## src/pkg/irt_map.svh

```systemverilog
// Register map, field positions and reset values of the pulse timer pair
`ifndef IRT_MAP_SVH
`define IRT_MAP_SVH
// Register indices; byte address is four times the index
`define IRT_IDX_SHORT_CTL    4'h0
`define IRT_IDX_SHARED_FUNC  4'h1
`define IRT_IDX_LONG_CTL     4'h2
`define IRT_IDX_SYNC_CTL     4'h3
`define IRT_IDX_SHORT_LO     4'h4
`define IRT_IDX_SHORT_HI     4'h5
`define IRT_IDX_LONG_LO      4'h6
`define IRT_IDX_LONG_HI      4'h7
`define IRT_IDX_CAP16_LO     4'h8
`define IRT_IDX_CAP16_HI     4'h9
`define IRT_IDX_CAP8_POS     4'hA
`define IRT_IDX_CAP8_NEG     4'hB
// Control field positions
`define IRT_BIT_ENABLE       7
`define IRT_BIT_SINGLE       6
`define IRT_BIT_TIMEOUT      5
`define IRT_BIT_CAP_MASK     2
`define IRT_BIT_TO_MASK      1
`define IRT_BIT_PIN_OUT      0
`define IRT_BIT_MODE         7
`define IRT_BIT_IN_SEL       6
`define IRT_BIT_INIT8        1
`define IRT_BIT_INIT16       0
`define IRT_BIT_SYNC         5
// Reset values and constant read bits
`define IRT_RST_CTL          8'h00
`define IRT_RST_HOLD         8'h00
`define IRT_SYNC_ONES        5'h1F
// Glitch filter widths in clock cycles
`define IRT_GLITCH_SHORT     3'h3
`define IRT_GLITCH_LONG      3'h7
`endif

```

## src/pkg/irt_pkg.sv

```systemverilog
// Types shared by the pulse timer pair
package irt_pkg;
  typedef struct packed {
    logic [7:0]  ctl8;
    logic [7:0]  func;
    logic [7:0]  ctl16;
    logic        sync_mode;
    logic [7:0]  hold8_lo;
    logic [7:0]  hold8_hi;
    logic [7:0]  hold16_lo;
    logic [7:0]  hold16_hi;
    logic [7:0]  cap8_pos;
    logic [7:0]  cap8_neg;
    logic [7:0]  cap16_lo;
    logic [7:0]  cap16_hi;
    logic [7:0]  cnt8;
    logic [15:0] cnt16;
    logic        out8;
    logic        out16;
    logic        run8;
    logic        run16;
    logic [2:0]  div;
    logic        filt;
    logic [2:0]  glitch_cnt;
    logic        irq8_to;
    logic        irq8_cap;
    logic        irq16_to;
    logic        irq16_cap;
    logic [31:0] rdata;
  } irt_state_s;
endpackage : irt_pkg

```

## src/rtl/irt_timer_pair.sv

```systemverilog
// Short and long infrared pulse counters with APB register access
//
// Chosen here: the APB interface to the registers.
`timescale 1ns/1ns
`include "irt_map.svh"
module irt_timer_pair
  import irt_pkg::*;
(
  input  wire logic        pclk,
  input  wire logic        presetn,
  input  wire logic        psel,
  input  wire logic        penable,
  input  wire logic        pwrite,
  input  wire logic [7:0]  paddr,
  input  wire logic [31:0] pwdata,
  output logic [31:0]      prdata,
  output logic             pready,
  output logic             pslverr,
  input  wire logic        port3_line1,
  input  wire logic        port2_line0,
  input  wire logic        port3_line5_port,
  output logic             port3_line5,
  output logic             short_counter_output,
  output logic             long_counter_output,
  output logic             short_timeout_irq,
  output logic             short_capture_irq,
  output logic             long_timeout_irq,
  output logic             long_capture_irq
);

  irt_state_s q;
  irt_state_s d;

  logic [3:0] idx;
  logic       addr_ok;
  logic       wr;
  logic       demod;
  logic       tick8;
  logic       tick16;
  logic       raw_in;
  logic       pos_edge;
  logic       neg_edge;
  logic       start8;
  logic       start16;
  logic       clr8;
  logic       clr16;
  logic       clr_rise;
  logic       clr_fall;
  logic       to8;
  logic       to16;
  logic       new8;
  logic       new16;
  logic [2:0] glen;

  // Address decode
  assign idx     = paddr[5:2];
  assign addr_ok = (paddr[1:0] == 2'h0) && (paddr[7:6] == 2'h0) && (idx <= `IRT_IDX_CAP8_NEG);
  assign wr      = psel && penable && pwrite && addr_ok;
  assign demod   = q.func[`IRT_BIT_MODE];

  // Zero wait state slave
  assign pready  = psel && penable;
  assign pslverr = psel && penable && !addr_ok;
  assign prdata  = q.rdata;

  // Count clock enables from the free divider
  function automatic logic sel_tick(input logic [1:0] sel, input logic [2:0] dv);
    case (sel)
      2'h0:    sel_tick = 1'b1;
      2'h1:    sel_tick = dv[0];
      2'h2:    sel_tick = &dv[1:0];
      default: sel_tick = &dv;
    endcase
  endfunction : sel_tick

  assign tick8  = sel_tick(q.ctl8[4:3], q.div);
  assign tick16 = sel_tick(q.ctl16[4:3], q.div);

  // Read data selection
  function automatic logic [7:0] rd_reg(input irt_state_s s, input logic [3:0] i);
    case (i)
      `IRT_IDX_SHORT_CTL:   rd_reg = s.ctl8;
      `IRT_IDX_SHARED_FUNC: rd_reg = s.func;
      `IRT_IDX_LONG_CTL:    rd_reg = s.ctl16;
      `IRT_IDX_SYNC_CTL:    rd_reg = {s.ctl16[7], s.ctl8[7], s.sync_mode, `IRT_SYNC_ONES};
      `IRT_IDX_SHORT_LO:    rd_reg = s.hold8_lo;
      `IRT_IDX_SHORT_HI:    rd_reg = s.hold8_hi;
      `IRT_IDX_LONG_LO:     rd_reg = s.hold16_lo;
      `IRT_IDX_LONG_HI:     rd_reg = s.hold16_hi;
      `IRT_IDX_CAP16_LO:    rd_reg = s.cap16_lo;
      `IRT_IDX_CAP16_HI:    rd_reg = s.cap16_hi;
      `IRT_IDX_CAP8_POS:    rd_reg = s.cap8_pos;
      `IRT_IDX_CAP8_NEG:    rd_reg = s.cap8_neg;
      default:              rd_reg = 8'h00;
    endcase
  endfunction : rd_reg

  // Next state of the whole block
  always_comb
  begin
    d           = q;
    d.irq8_to   = 1'b0;
    d.irq8_cap  = 1'b0;
    d.irq16_to  = 1'b0;
    d.irq16_cap = 1'b0;
    start8      = 1'b0;
    start16     = 1'b0;
    clr8        = 1'b0;
    clr16       = 1'b0;
    clr_rise    = 1'b0;
    clr_fall    = 1'b0;
    to8         = 1'b0;
    to16        = 1'b0;
    new8        = 1'b0;
    new16       = 1'b0;
    d.div       = q.div + 3'h1;

    // Read data latched in the setup phase
    if (psel && !penable)
    begin
      d.rdata = addr_ok ? {24'h0, rd_reg(q, idx)} : 32'h0;
    end

    // Input select and glitch filter
    raw_in = q.func[`IRT_BIT_IN_SEL] ? port2_line0 : port3_line1;
    glen   = (q.func[3:2] == 2'h1) ? `IRT_GLITCH_SHORT : `IRT_GLITCH_LONG;
    if (!demod || (q.func[3:2] == 2'h0))
    begin
      d.filt       = raw_in;
      d.glitch_cnt = 3'h0;
    end
    else if (raw_in != q.filt)
    begin
      d.glitch_cnt = q.glitch_cnt + 3'h1;
      if (q.glitch_cnt >= glen)
      begin
        d.filt       = raw_in;
        d.glitch_cnt = 3'h0;
      end
    end
    else
    begin
      d.glitch_cnt = 3'h0;
    end
    pos_edge = demod && !q.filt && d.filt && (q.func[5:4] != 2'h0);
    neg_edge = demod && q.filt && !d.filt && ((q.func[5:4] == 2'h0) || (q.func[5:4] == 2'h2));

    // Register writes
    if (wr)
    begin
      case (idx)
        `IRT_IDX_SHORT_CTL:
        begin
          start8 = pwdata[7] && !q.ctl8[7];
          d.ctl8 = {pwdata[7:6], q.ctl8[5], pwdata[4:0]};
          clr8   = pwdata[5];
        end
        `IRT_IDX_SHARED_FUNC:
        begin
          d.func[7:2] = pwdata[7:2];
          if (demod)
          begin
            clr_rise = pwdata[1];
            clr_fall = pwdata[0];
          end
          else
          begin
            d.func[1:0] = pwdata[1:0];
          end
        end
        `IRT_IDX_LONG_CTL:
        begin
          start16 = pwdata[7] && !q.ctl16[7];
          d.ctl16 = {pwdata[7:6], q.ctl16[5], pwdata[4:0]};
          clr16   = pwdata[5];
        end
        `IRT_IDX_SYNC_CTL:
        begin
          start16     = pwdata[7] && !q.ctl16[7];
          start8      = pwdata[6] && !q.ctl8[7];
          d.ctl16[7]  = pwdata[7];
          d.ctl8[7]   = pwdata[6];
          d.sync_mode = pwdata[`IRT_BIT_SYNC];
        end
        `IRT_IDX_SHORT_LO: d.hold8_lo  = pwdata[7:0];
        `IRT_IDX_SHORT_HI: d.hold8_hi  = pwdata[7:0];
        `IRT_IDX_LONG_LO:  d.hold16_lo = pwdata[7:0];
        `IRT_IDX_LONG_HI:  d.hold16_hi = pwdata[7:0];
        default: ;
      endcase
    end

    // Flag clears come first so a same cycle event wins
    if (clr8)
      d.ctl8[`IRT_BIT_TIMEOUT] = 1'b0;
    if (clr16)
      d.ctl16[`IRT_BIT_TIMEOUT] = 1'b0;
    if (clr_rise)
      d.func[`IRT_BIT_INIT8] = 1'b0;
    if (clr_fall)
      d.func[`IRT_BIT_INIT16] = 1'b0;

    // Short counter
    if (!demod)
    begin
      if (start8)
      begin
        d.out8 = q.func[`IRT_BIT_INIT8];
        d.cnt8 = q.func[`IRT_BIT_INIT8] ? q.hold8_hi : q.hold8_lo;
      end
      else if (q.ctl8[7] && tick8)
      begin
        if (q.cnt8 == 8'h01)
        begin
          new8   = !q.out8;
          d.out8 = new8;
          if (q.ctl8[`IRT_BIT_SINGLE])
          begin
            d.ctl8[7] = 1'b0;
            d.cnt8    = 8'h00;
            to8       = 1'b1;
          end
          else
          begin
            d.cnt8 = new8 ? q.hold8_hi : q.hold8_lo;
            to8    = (new8 == q.func[`IRT_BIT_INIT8]);
          end
        end
        else
        begin
          d.cnt8 = q.cnt8 - 8'h01;
        end
      end
    end
    else
    begin
      if (start8)
        d.run8 = 1'b0;
      else if (q.ctl8[7] && (pos_edge || neg_edge))
      begin
        d.cnt8 = 8'hFF;
        d.run8 = 1'b1;
        if (q.run8)
        begin
          if (pos_edge)
          begin
            d.cap8_pos             = ~q.cnt8;
            d.func[`IRT_BIT_INIT8] = 1'b1;
          end
          else
          begin
            d.cap8_neg              = ~q.cnt8;
            d.func[`IRT_BIT_INIT16] = 1'b1;
          end
          d.irq8_cap = q.ctl8[`IRT_BIT_CAP_MASK];
        end
      end
      else if (q.ctl8[7] && q.run8 && tick8)
      begin
        d.cnt8 = q.cnt8 - 8'h01;
        to8    = (q.cnt8 == 8'h01);
      end
    end
    if (to8)
    begin
      d.ctl8[`IRT_BIT_TIMEOUT] = 1'b1;
      d.irq8_to                = q.ctl8[`IRT_BIT_TO_MASK];
    end

    // Long counter
    if (!demod)
    begin
      if (start16)
      begin
        d.out16 = q.func[`IRT_BIT_INIT16];
        d.cnt16 = {q.hold16_hi, q.hold16_lo};
      end
      else if (q.ctl16[7] && tick16)
      begin
        if (q.cnt16 == 16'h0001)
        begin
          new16   = !q.out16;
          d.out16 = new16;
          to16    = 1'b1;
          if (q.ctl16[`IRT_BIT_SINGLE])
          begin
            d.ctl16[7] = 1'b0;
            d.cnt16    = 16'h0000;
          end
          else
          begin
            d.cnt16 = {q.hold16_hi, q.hold16_lo};
          end
        end
        else
        begin
          d.cnt16 = q.cnt16 - 16'h0001;
        end
      end
    end
    else
    begin
      if (start16)
        d.run16 = 1'b0;
      else if (q.ctl16[7] && (pos_edge || neg_edge) &&
               (!q.run16 || !q.ctl16[`IRT_BIT_SINGLE]))
      begin
        d.cap16_hi  = ~q.cnt16[15:8];
        d.cap16_lo  = ~q.cnt16[7:0];
        d.cnt16     = {q.hold16_hi, q.hold16_lo};
        d.run16     = 1'b1;
        d.irq16_cap = q.ctl16[`IRT_BIT_CAP_MASK];
        if (q.run16)
        begin
          if (pos_edge)
            d.func[`IRT_BIT_INIT8] = 1'b1;
          else
            d.func[`IRT_BIT_INIT16] = 1'b1;
        end
      end
      else if (q.ctl16[7] && q.run16 && tick16)
      begin
        d.cnt16 = q.cnt16 - 16'h0001;
        to16    = (q.cnt16 == 16'h0001);
      end
    end
    if (to16)
    begin
      d.ctl16[`IRT_BIT_TIMEOUT] = 1'b1;
      d.irq16_to                = q.ctl16[`IRT_BIT_TO_MASK];
    end
  end

  // State register
  always_ff @(posedge pclk or negedge presetn)
  begin
    if (!presetn)
    begin
      q           <= '0;
      q.ctl8      <= `IRT_RST_CTL;
      q.func      <= `IRT_RST_CTL;
      q.ctl16     <= `IRT_RST_CTL;
      q.hold8_lo  <= `IRT_RST_HOLD;
      q.hold8_hi  <= `IRT_RST_HOLD;
      q.hold16_lo <= `IRT_RST_HOLD;
      q.hold16_hi <= `IRT_RST_HOLD;
    end
    else
    begin
      q <= d;
    end
  end

  // Pin level outputs
  assign short_counter_output = q.ctl8[7] ? q.out8 : !q.func[`IRT_BIT_INIT8];
  assign long_counter_output  = (!demod && q.func[3]) ? q.func[2] :
                                (q.ctl16[7] ? q.out16 : !q.func[`IRT_BIT_INIT16]);
  assign port3_line5 = q.ctl16[`IRT_BIT_PIN_OUT] ? long_counter_output : port3_line5_port;
  assign short_timeout_irq    = q.irq8_to;
  assign short_capture_irq    = q.irq8_cap;
  assign long_timeout_irq     = q.irq16_to;
  assign long_capture_irq     = q.irq16_cap;
endmodule : irt_timer_pair

```

## config.mk

```make
export PLATFORM = sky130hd
export DESIGN_NAME = irt_timer_pair
export DESIGN_NICKNAME = d
export VERILOG_FILES = /design/src/pkg/irt_pkg.sv /design/src/rtl/irt_timer_pair.sv
export VERILOG_INCLUDE_DIRS = /design/src /design/src/pkg
export SDC_FILE = /design/constraint.sdc
export NUM_CORES = 1
export LEC_CHECK = 0
export ABC_AREA = 1
export BUFFER_PORTS_ARGS = -buffer_cell sky130_fd_sc_hd__buf_2
export CORE_ASPECT_RATIO = 0.75
export CORE_MARGIN = 5
export CORE_UTILIZATION = 50
export DETAILED_ROUTE_END_ITERATION = 8
export MAX_ROUTING_LAYER = met4
export PLACE_DENSITY = 0.74
export SYNTH_ARGS = -nofsm -noshare
export SYNTH_HDL_FRONTEND = slang
export SYNTH_SLANG_ARGS = --single-unit
```

## constraint.sdc

```tcl
create_clock -name pclk -period 2.47 [get_ports pclk]
set_input_delay 0.494 -clock pclk [delete_from_list [all_inputs] [get_ports pclk]]
set_output_delay 0.494 -clock pclk [all_outputs]
set_load 0.1 [all_outputs]
```

==> run_results.csv, run 1 <==
group,metric,value,unit
timing,hold_viol_final,0,
timing,hold-worst-slack,0.02721,ns
logic_synthesis,synth_area_leaders,"dfrtp_1 (39%), nand2_1 (19%), nand3_1 (8.0%)",
logic_synthesis,yosys.area_share.simple,0.3608,
cells_and_area,utilization,0.5812,
logic_synthesis,ys_ff_latch,136,
floorplanning,die_area,20250,um^2
worst_setup_path,path_class,"register to output port",
timing,rsz0062_at_grt,"false",
floorplanning,start_util,0.5146,
timing,fmax,431.2,MHz
floorplanning,coreArea,16980,um^2
logic_synthesis,synth_flop_cell,"dfrtp_1",
global_routing,groute.usage.overall,0.2803,
global_routing,first_global_vias,7737,
global_routing,grt.busiest_layer,"met1",
logic_synthesis,synth-xor-area-share,0.005011,
cells_and_area,layout_common_cells,"nand2_1 (445), nand3_1 (139), dfrtp_1 (135)",
logic_synthesis,synthArstFlopShare,1.000,
cells_and_area,fin_cells,1561,
cells_and_area,syn_to_final_growth,12.94,%
cells_and_area,fillCellCount,1655,
clocking,clockRootBuffer,"clkbuf_16",
floorplanning,io_pins,89,
route,ant_nets,0,
pwr,power_density,949.5,nW/um^2
placed_design,gp_congestion,0.9731,
floorplanning,die_y,124.5,um
clocking,clock-sinks,136,
global_routing,grt_max_degree,54,
timing,timing.final.crit_share,0.9388,
placed_design,post-place-ws,0.1435,ns
clocking,cts_tree,"built",
logic_synthesis,synth_top_cell_by_area,"dfrtp_1",
logic_synthesis,synth-compound-area-share,0.1241,
worst_setup_path,end_kind,"output port",
global_routing,grt_overflow,0,
timing,relSlewSlack,0.4175,
clocking,path_clk_slew,0.06,ns
route,wl_per_cell,17.56,um
pwr,power_leakage,5.025,nW
floorplanning,die_w,162.7,um
worst_setup_path,cp-start-kind,"register",
cells_and_area,final_common_cell,"nand2_1",
logic_synthesis,synthMuxAreaShare,0,
logic_synthesis,synthAdderAreaFrac,0.01145,
worst_setup_path,r2r_slack,0.21,ns
global_routing,grt_pass1_wl,43190,um
cells_and_area,nets,1368,
cells_and_area,final_area,9869,um^2
min_path,worst_hold_path_type,"input pin to async pin",
timing,worstMarginPinSlew,0.8628,ns
global_routing,grt_use_met2,0.3639,
logic_synthesis,synth_area_per_cell,6.875,um^2
worst_setup_path,crit_required,1.98,ns
route,vias,8687,
job,drv_cap,0,
logic_synthesis,synth_edf_count,0,
logic_synthesis,synth_cells,1271,
route,drc,0,
clocking,clock_latency,0.43,ns
logic_synthesis,synth_top_family_by_area,"simple AND/OR/NAND/NOR gates",
worst_setup_path,arrival,1.82,ns
route,drtPass1Iterations,5,
placed_design,placed_area,9229,um^2
timing,fin_crit,2.319,ns
timing,fin_skew,0.009701,ns
placed_design,io_buffers,40,
clocking,numCtsBuffers,17,
floorplanning,row_count,41,
global_routing,use_met3,0.08435,
timing,drv_slew,0,
worst_setup_path,worst-path-max-fanout,7,
clocking,hold_buffers,0,
run_status,run_status,"complete, no violations",
logic_synthesis,seq_area_frac_synth,0.3895,
route,routed_wl,27410,um
global_routing,antenna_found_initial,1,
pwr,power,9.371,mW
logic_synthesis,synthesis.area,8738,um^2
pwr,vdd_drop_max,0.0004970,V
logic_synthesis,synth_cell_type_count,47,
logic_synthesis,synth_top_area_share,0.3895,
clocking,htreeDepth,4,
logic_synthesis,yosysWarnings,0,
global_routing,use_met1,0.4259,
placed_design,dp_hpwl,20300,um
placed_design,dpl.cell_count,1528,
route,avgViaCountPerCell,5.565,
cells_and_area,drive_gt1_frac,0.1231,
timing,setup_ws,0.1511,ns
timing,finalSetupViolations,0,
clocking,clk_path_buf_depth,2,
timing,fin_tns_setup,0,ns
route,drt-initial-drc-count,1164,
## timing repair
action | in CTS | in global routing
buffers inserted | 0 | 0
setup endpoints to repair | 0 | 30
gates resized for setup | 0 | 4
## final timing paths
kind	startpoint	endpoint	cells past startpoint
worst max-delay path	q[143]	port3_line5	6
worst min-delay path	presetn	q[108]	1
worst max register to register	q[146]	q[61]	16
worst min register to register	q[36]	q[36]	1
max in group asynchronous	presetn	q[92]	2
min in group pclk	pwdata[0]	q[144]	3
## cells in the mapped netlist, types with 3 or more instances
| master | count |
|---|---|
| o21ai_1 | 26 |
| nand3_1 | 139 |
| nor2_2 | 5 |
| inv_2 | 9 |
| buf_4 | 39 |
| ha_1 | 8 |
| nor2_4 | 7 |
| o2111ai_1 | 6 |
| nand2_2 | 9 |
| and2_1 | 4 |
| o22ai_1 | 16 |
| inv_1 | 122 |
| clkbuf_1 | 21 |
| nor3_1 | 10 |
| o21ai_0 | 105 |
| dfrtp_1 | 136 |
| buf_1 | 3 |
| nor2_1 | 71 |
| a21oi_1 | 14 |
| nand4_1 | 16 |
| nand2_4 | 7 |
| buf_2 | 8 |
| o21ai_2 | 9 |
| a221oi_1 | 4 |
| nand2_1 | 446 |
| xor2_1 | 4 |
## layout make-up
class,count,area (um^2),area share
antenna,1,2.502,0.0002535
clock buffer,17,425.4,0.04310
clock inverter,14,173.9,0.01762
inverter,133,499.2,0.05058
multi-input combinational,951,4504,0.4564
sequential,136,3405,0.3450
tap,236,295.3,0.02992
timing repair buffer,73,564.3,0.05718
## critical path, stage by stage, from the launching register on
cell and delay [ns]:
dfrtp_2 0.47, inv_1 0.15, nor2_1 0.30, o22ai_4 0.15, nand2_1 0.09, nand2_2 0.07, buf_12 0.16
## sequential cells by signal, indices dropped and copies added (netlist names)
| register | cells |
|---|---|
| q | 123 |
| prdata | 8 |
| demod | 1 |
| long_capture_irq | 1 |
| long_timeout_irq | 1 |
| short_capture_irq | 1 |
| short_timeout_irq | 1 |
## cells by family (layout without fill, tap and decap cells)
family | Yosys count | after routing
AO/OA/AOI/OAI | 191 | 191
XOR/XNOR | 5 | 5
adder cells (fa/ha/maj) | 8 | 8
buffers and inverters | 207 | 237
flip-flops | 136 | 136
other | 1 | 25
AND/OR/NAND/NOR | 723 | 723
## metal layers
| metal | vias to the layer above | wire length (um) |
|---|---|---|
| li1 | 4147 | - |
| met1 | 4024 | 12610 |
| met2 | 481 | 11100 |
| met3 | 35 | 3390 |
| met4 | 0 | 315 |
| met5 | - | 0 |
## where the power goes
group          internal (mW)  switching (mW)
clock                   1.59            1.03
combinational           1.33            2.71
sequential              2.41           0.299
total                   5.33            4.04
No activity file was read; power rests on OpenSTA's default activity.
==> inputs of run 2 (changes only) <==
PLACE_DENSITY = 0.77   (was 0.74)
clock period = 2 ns   (was 2.47 ns; I/O delays follow)
==> run_results.csv, run 2 (same netlist as run 1, synthesis figures left out) <==
group,metric,value,unit
timing,fmax,488.9,MHz
timing,drv_slew,0,
global_routing,first_global_vias,8275,
pwr,p_sw_frac,0.4263,
floorplanning,die_w,162.7,um
worst_setup_path,end_kind,"register",
worst_setup_path,path_class,"register to register",
worst_setup_path,slowest_stage,"dfrtp_1",
timing,setup_ws,-0.04528,ns
global_routing,grt_pass1_wl,45320,um
timing,relSlewSlack,0.6472,
route,route.met3.wl,4058,um
floorplanning,io_pins,89,
worst_setup_path,reg2regPathDepth,16,
global_routing,grt_overflow,0,
route,routed_wl,29470,um
pwr,power_frac_comb,0.477,
cells_and_area,drive_gt1_frac,0.2175,
cells_and_area,top_register,"q",
worst_setup_path,crit_required,2.31,ns
clocking,clock-sinks,136,
worst_setup_path,cp-start-kind,"register",
pwr,power_density,1118,nW/um^2
placed_design,post-place-ws,-0.08803,ns
floorplanning,start_util,0.5146,
worst_setup_path,arrival,2.36,ns
pwr,internal_power,6.989,mW
route,vias,9223,
cells_and_area,fillCellCount,1471,
timing,fin_skew,0.01061,ns
clocking,clockRootBuffer,"clkbuf_16",
cells_and_area,syn_to_final_growth,24.66,%
worst_setup_path,path_common_cell,"nand2_2",
floorplanning,die_y,124.5,um
pwr,power_leakage,5.492,nW
cells_and_area,multiInputGateArea,4736,um^2
cells_and_area,nets,1461,
cells_and_area,final_common_cell,"nand2_1",
clocking,clk_path_buf_depth,2,
global_routing,groute.usage.overall,0.2912,
timing,finalSetupViolations,14,
pwr,power,12.18,mW
global_routing,grt_max_degree,53,
job,drv_cap,0,
clocking,numCtsBuffers,17,
pwr,seq_power_share,0.268,
floorplanning,die_area,20250,um^2
clocking,clock_latency,0.43,ns
floorplanning,row_count,41,
placed_design,placed_area,9892,um^2
floorplanning,coreArea,16980,um^2
route,drc,0,
placed_design,dp_hpwl,21610,um
worst_setup_path,crit_path_max_incr_delay,0.38,ns
cells_and_area,final_area,10890,um^2
timing,hold-worst-slack,0.2454,ns
timing,rsz0062_at_grt,"true",
worst_setup_path,crit_end,"q[47]",
run_status,violations,"negative setup slack",
route,drt-initial-drc-count,1151,
worst_setup_path,path_cells,"inv_2 > nor2_2 > ha_2 > inv_2 > nand2_2 > nor2_4 > nand2_2 > nand2_2 > nand3_2 > nand2_4 > nand2_8 > clkbuf_16 > nand3_1 > nand3_1 > nand2_1 > nand2_1",
cells_and_area,largest_register_ffs,123,
placed_design,gp_congestion,1.001,
route,drtPass1Iterations,6,
route,avgViaCountPerCell,5.583,
route,dr_wl_met2,12210,um
route,met1_length,12770,um
placed_design,io_buffers,40,
timing,fin_crit,2.045,ns
global_routing,antenna_found_initial,0,
worst_setup_path,worst-path-max-fanout,8,
timing,hold_viol_final,0,
run_status,run_status,"finished with violations",
min_path,worst_hold_path_type,"input pin to register",
worst_setup_path,startpoint,"q[146]",
clocking,htreeDepth,4,
timing,worstMarginPinSlew,0.5225,ns
cells_and_area,diodes,0,
worst_setup_path,r2r_slack,-0.05,ns
timing,timing.final.crit_share,1.023,
route,ant_nets,0,
pwr,vdd_drop_max,0.0005568,V
route,maxUsedRoutingLayer,"met4",
pwr,power_frac_clock,0.255,
route,wl_per_cell,17.84,um
cells_and_area,seqCellArea,3406,um^2
worst_setup_path,r2r_end,"q[47]",
cells_and_area,layout_common_cells,"nand2_1 (414), dfrtp_1 (134), nand3_1 (128)",
clocking,path_clk_slew,0.06,ns
worst_setup_path,r2r_start,"q[146]",
clocking,cts_tree,"built",
pwr,p_switching,5.194,mW
-- run 2: cell count changes in the layout (fill, tap and decap cells not counted), moves of 4 or more --
cell	before	now
inv_6	4	0
nand3_2	2	12
nand3_1	139	128
o21ai_0	104	99
nand2_2	8	36
nand2_1	445	414
buf_4	27	110
inv_1	122	117
-- run 2: area by class of cell --
cell class,instances,area share
Sequential cell,136,0.3127
Multi-Input combinational cell,952,0.4348
Timing Repair Buffer,165,0.1261
Inverter,133,0.04698
Clock buffer,21,0.04319
Clock inverter,9,0.009189
Tap cell,236,0.02711
-- run 2: routing by layer --
| layer | vias up | global-route usage |
|---|---|---|
| li1 | 4349 | - |
| met1 | 4285 | 0.4297 |
| met2 | 540 | 0.3909 |
| met3 | 49 | 0.09031 |
| met4 | 0 | 0.06607 |
| met5 | - | - |
-- run 2: what timing repair did --
| item | CTS | global route |
|---|---|---|
| cloned | 0 | 4 |
| pin swaps | 2 | 23 |
| hold buffers | 1 | 0 |
| setup endpoints to repair | 43 | 57 |
| gates resized for setup | 14 | 67 |
| endpoints found under the hold margin | 20 | 0 |
| setup buffers | 2 | 7 |
-- run 2: power by group through the flow --
| stage | logic, mW | clock network [mW] | registers (mW) |
|---|---|---|---|
| floorplan | 3.57 | 0 | 3.27 |
| global route | 6.41 | 3.26 | 3.30 |
| global placement | 5.26 | 0 | 3.28 |
| detailed placement | 5.32 | 0 | 3.29 |
| finish | 5.81 | 3.10 | 3.27 |
| CTS | 5.36 | 3.11 | 3.25 |
-- run 2: worst min path at each step --
stage	to	cells after the start	slack, ns	start
detailed placement	q[106]	1	0.27	presetn
finish	q[144]	3	0.25	pwdata[0]
floorplan	demod	0	0.10	presetn
global route	q[144]	3	0.25	pwdata[0]
global placement	q[106]	1	0.27	presetn
CTS	q[144]	3	0.22	pwdata[0]
-- run 2: stage by stage --
stage / TNS [ns] / utilization / cells
after floorplan: -0.2747 / - / 1294
after global placement: -0.4579 / 0.5826 / 1608
after detailed placement: -2.482 / 0.5826 / 1608
after CTS: -0.009585 / 0.6201 / 1641
after global routing: -3.022 / 0.6415 / 1652
final: -0.1788 / 0.6415 / 1652
-- run 2: critical path, delay by kind of cell (launching register included) --
kind                       cells  cell delay [ns]
and+or+nand+nor               12             1.06
buffers and inverters          3             0.32
adders and majority gates      1             0.16
DFF                            1             0.38
==> inputs of run 3 (changes only) <==
PLACE_DENSITY = 0.74   (was 0.77)
clock period = 2.3 ns   (was 2 ns; I/O delays follow)
==> run_results.csv, run 3 (same netlist as run 1, synthesis figures left out) <==
group,metric,value,unit
run_status,run_status,"complete, no violations",
timing,finalSetupViolations,0,
global_routing,grt_overflow,0,
global_routing,groute.usage.overall,0.2834,
pwr,power_frac_comb,0.441,
pwr,internal_power,5.878,mW
pwr,seq_power_share,0.280,
route,drt-initial-drc-count,1101,
timing,timing.final.crit_share,0.9547,
pwr,p_sw_frac,0.4255,
clocking,clock-sinks,136,
placed_design,io_buffers,40,
timing,hold-worst-slack,0.2871,ns
route,avgViaCountPerCell,5.562,
global_routing,grt_max_degree,63,
worst_setup_path,reg2regPathDepth,15,
global_routing,first_global_vias,7894,
worst_setup_path,crit_end,"port3_line5",
floorplanning,row_count,41,
floorplanning,die_w,162.7,um
worst_setup_path,worst-path-max-fanout,14,
timing,fin_tns_setup,0,ns
cells_and_area,nets,1386,
worst_setup_path,arrival,1.74,ns
cells_and_area,top_register,"q",
clocking,numCtsBuffers,17,
floorplanning,die_y,124.5,um
timing,drv_slew,0,
min_path,worst_hold_path_type,"input pin to register",
clocking,clockRootBuffer,"clkbuf_16",
floorplanning,start_util,0.5146,
clocking,htreeDepth,4,
pwr,power_leakage,5.090,nW
worst_setup_path,startpoint,"demod",
cells_and_area,fin_cells,1579,
pwr,p_switching,4.353,mW
job,drv_cap,0,
cells_and_area,largest_register_ffs,123,
clocking,clk_path_buf_depth,2,
timing,worstMarginPinSlew,0.7206,ns
cells_and_area,diodes,0,
worst_setup_path,cp-start-kind,"register",
route,wl_per_cell,17.48,um
worst_setup_path,crit_required,1.84,ns
timing,fin_skew,0.008177,ns
pwr,power,10.23,mW
timing,relSlewSlack,0.5135,
worst_setup_path,path_class,"register to output port",
pwr,power_density,1022,nW/um^2
route,ant_nets,0,
clocking,path_clk_slew,0.06,ns
cells_and_area,drive_gt1_frac,0.1370,
floorplanning,coreArea,16980,um^2
placed_design,dpl.cell_count,1544,
global_routing,grt_pass1_wl,43790,um
timing,fmax,455.4,MHz
placed_design,gp_congestion,1.022,
cells_and_area,final_common_cell,"nand2_1",
floorplanning,die_area,20250,um^2
pwr,vdd_drop_max,0.0004916,V
worst_setup_path,r2r_end,"long_timeout_irq",
cells_and_area,layout_common_cells,"nand2_1 (443), nand3_1 (139), dfrtp_1 (134)",
timing,rsz0062_at_grt,"true",
worst_setup_path,r2r_slack,0.14,ns
pwr,power_frac_clock,0.278,
worst_setup_path,end_kind,"output port",
route,drc,0,
cells_and_area,syn_to_final_growth,14.60,%
timing,fin_crit,2.196,ns
route,vias,8783,
global_routing,antenna_found_initial,0,
route,drtPass1Iterations,6,
floorplanning,io_pins,89,
clocking,clock_latency,0.43,ns
placed_design,dp_hpwl,20900,um
timing,hold_viol_final,0,
route,routed_wl,27610,um
clocking,cts_tree,"built",
worst_setup_path,r2r_start,"q[146]",
==> run 3: through the flow <==
stage,worst slack (ns),area [um^2],utilization
after floorplan,-0.03470,8848,-
final,0.1041,10010,0.5898
after CTS,0.03648,9982,0.5879
after global placement,0.1409,9355,0.5510
after detailed placement,0.1031,9355,0.5510
after global routing,-0.02123,10010,0.5898
==> run 3: worst min-delay path by stage <==
stage          startpoint  endpoint  slack [ns]  cells past startpoint
2_1_floorplan     presetn     demod        0.16                      0
3_3_place_gp      presetn    q[106]        0.38                      1
3_5_place_dp      presetn    q[106]        0.37                      1
4_1_cts         pwdata[0]    q[144]        0.26                      3
5_1_grt         pwdata[0]    q[144]        0.30                      3
6_report        pwdata[0]    q[144]        0.29                      3
==> run 3: per-layer routing <==
metal,wire length (um),track usage,vias up,part of all wire
met5,0,-,-,0
met4,506,0.07150,0,0.018
met3,3681,0.1082,43,0.13
met2,10850,0.3605,484,0.39
met1,12560,0.4194,4061,0.46
li1,-,-,4195,-
==> run 3: cell type report <==
cell class | instances | area [um^2]
fillers | 1653 | 6965
multi-input cells | 951 | 4499
flip-flops and latches | 136 | 3406
repair buffers | 91 | 690.7
inverters | 133 | 510.5
clock buffers | 19 | 442.9
well taps | 236 | 295.3
clock inverters | 13 | 170.2
==> run 3: timing repair <==
item / 4_1_cts / 5_1_grt
resized for setup: 2 / 7
hold buffers: 1 / 0
endpoints found under the setup margin: 1 / 31
hold endpoints to repair: 33 / 0
buffers inserted: 0 / 2
pin swaps: 0 / 2
==> run 3: power by group through the flow <==
stage               Clock [mW]  Combinational, mW  Sequential, mW
finish                    2.85               4.52            2.87
global route              2.99               5.10            2.89
CTS                       2.88               4.38            2.85
detailed placement           0               4.35            2.89
global placement             0               4.33            2.88
floorplan                    0               3.10            2.84
==> run 3: critical path, cell delays in order, from the launching register on <==
cell and delay, ns:
dfrtp_2 0.44, inv_6 0.14, nand2_1 0.12, o21ai_0 0.16
o22ai_4 0.13, nand2_1 0.09, nand2_2 0.06, buf_12 0.16
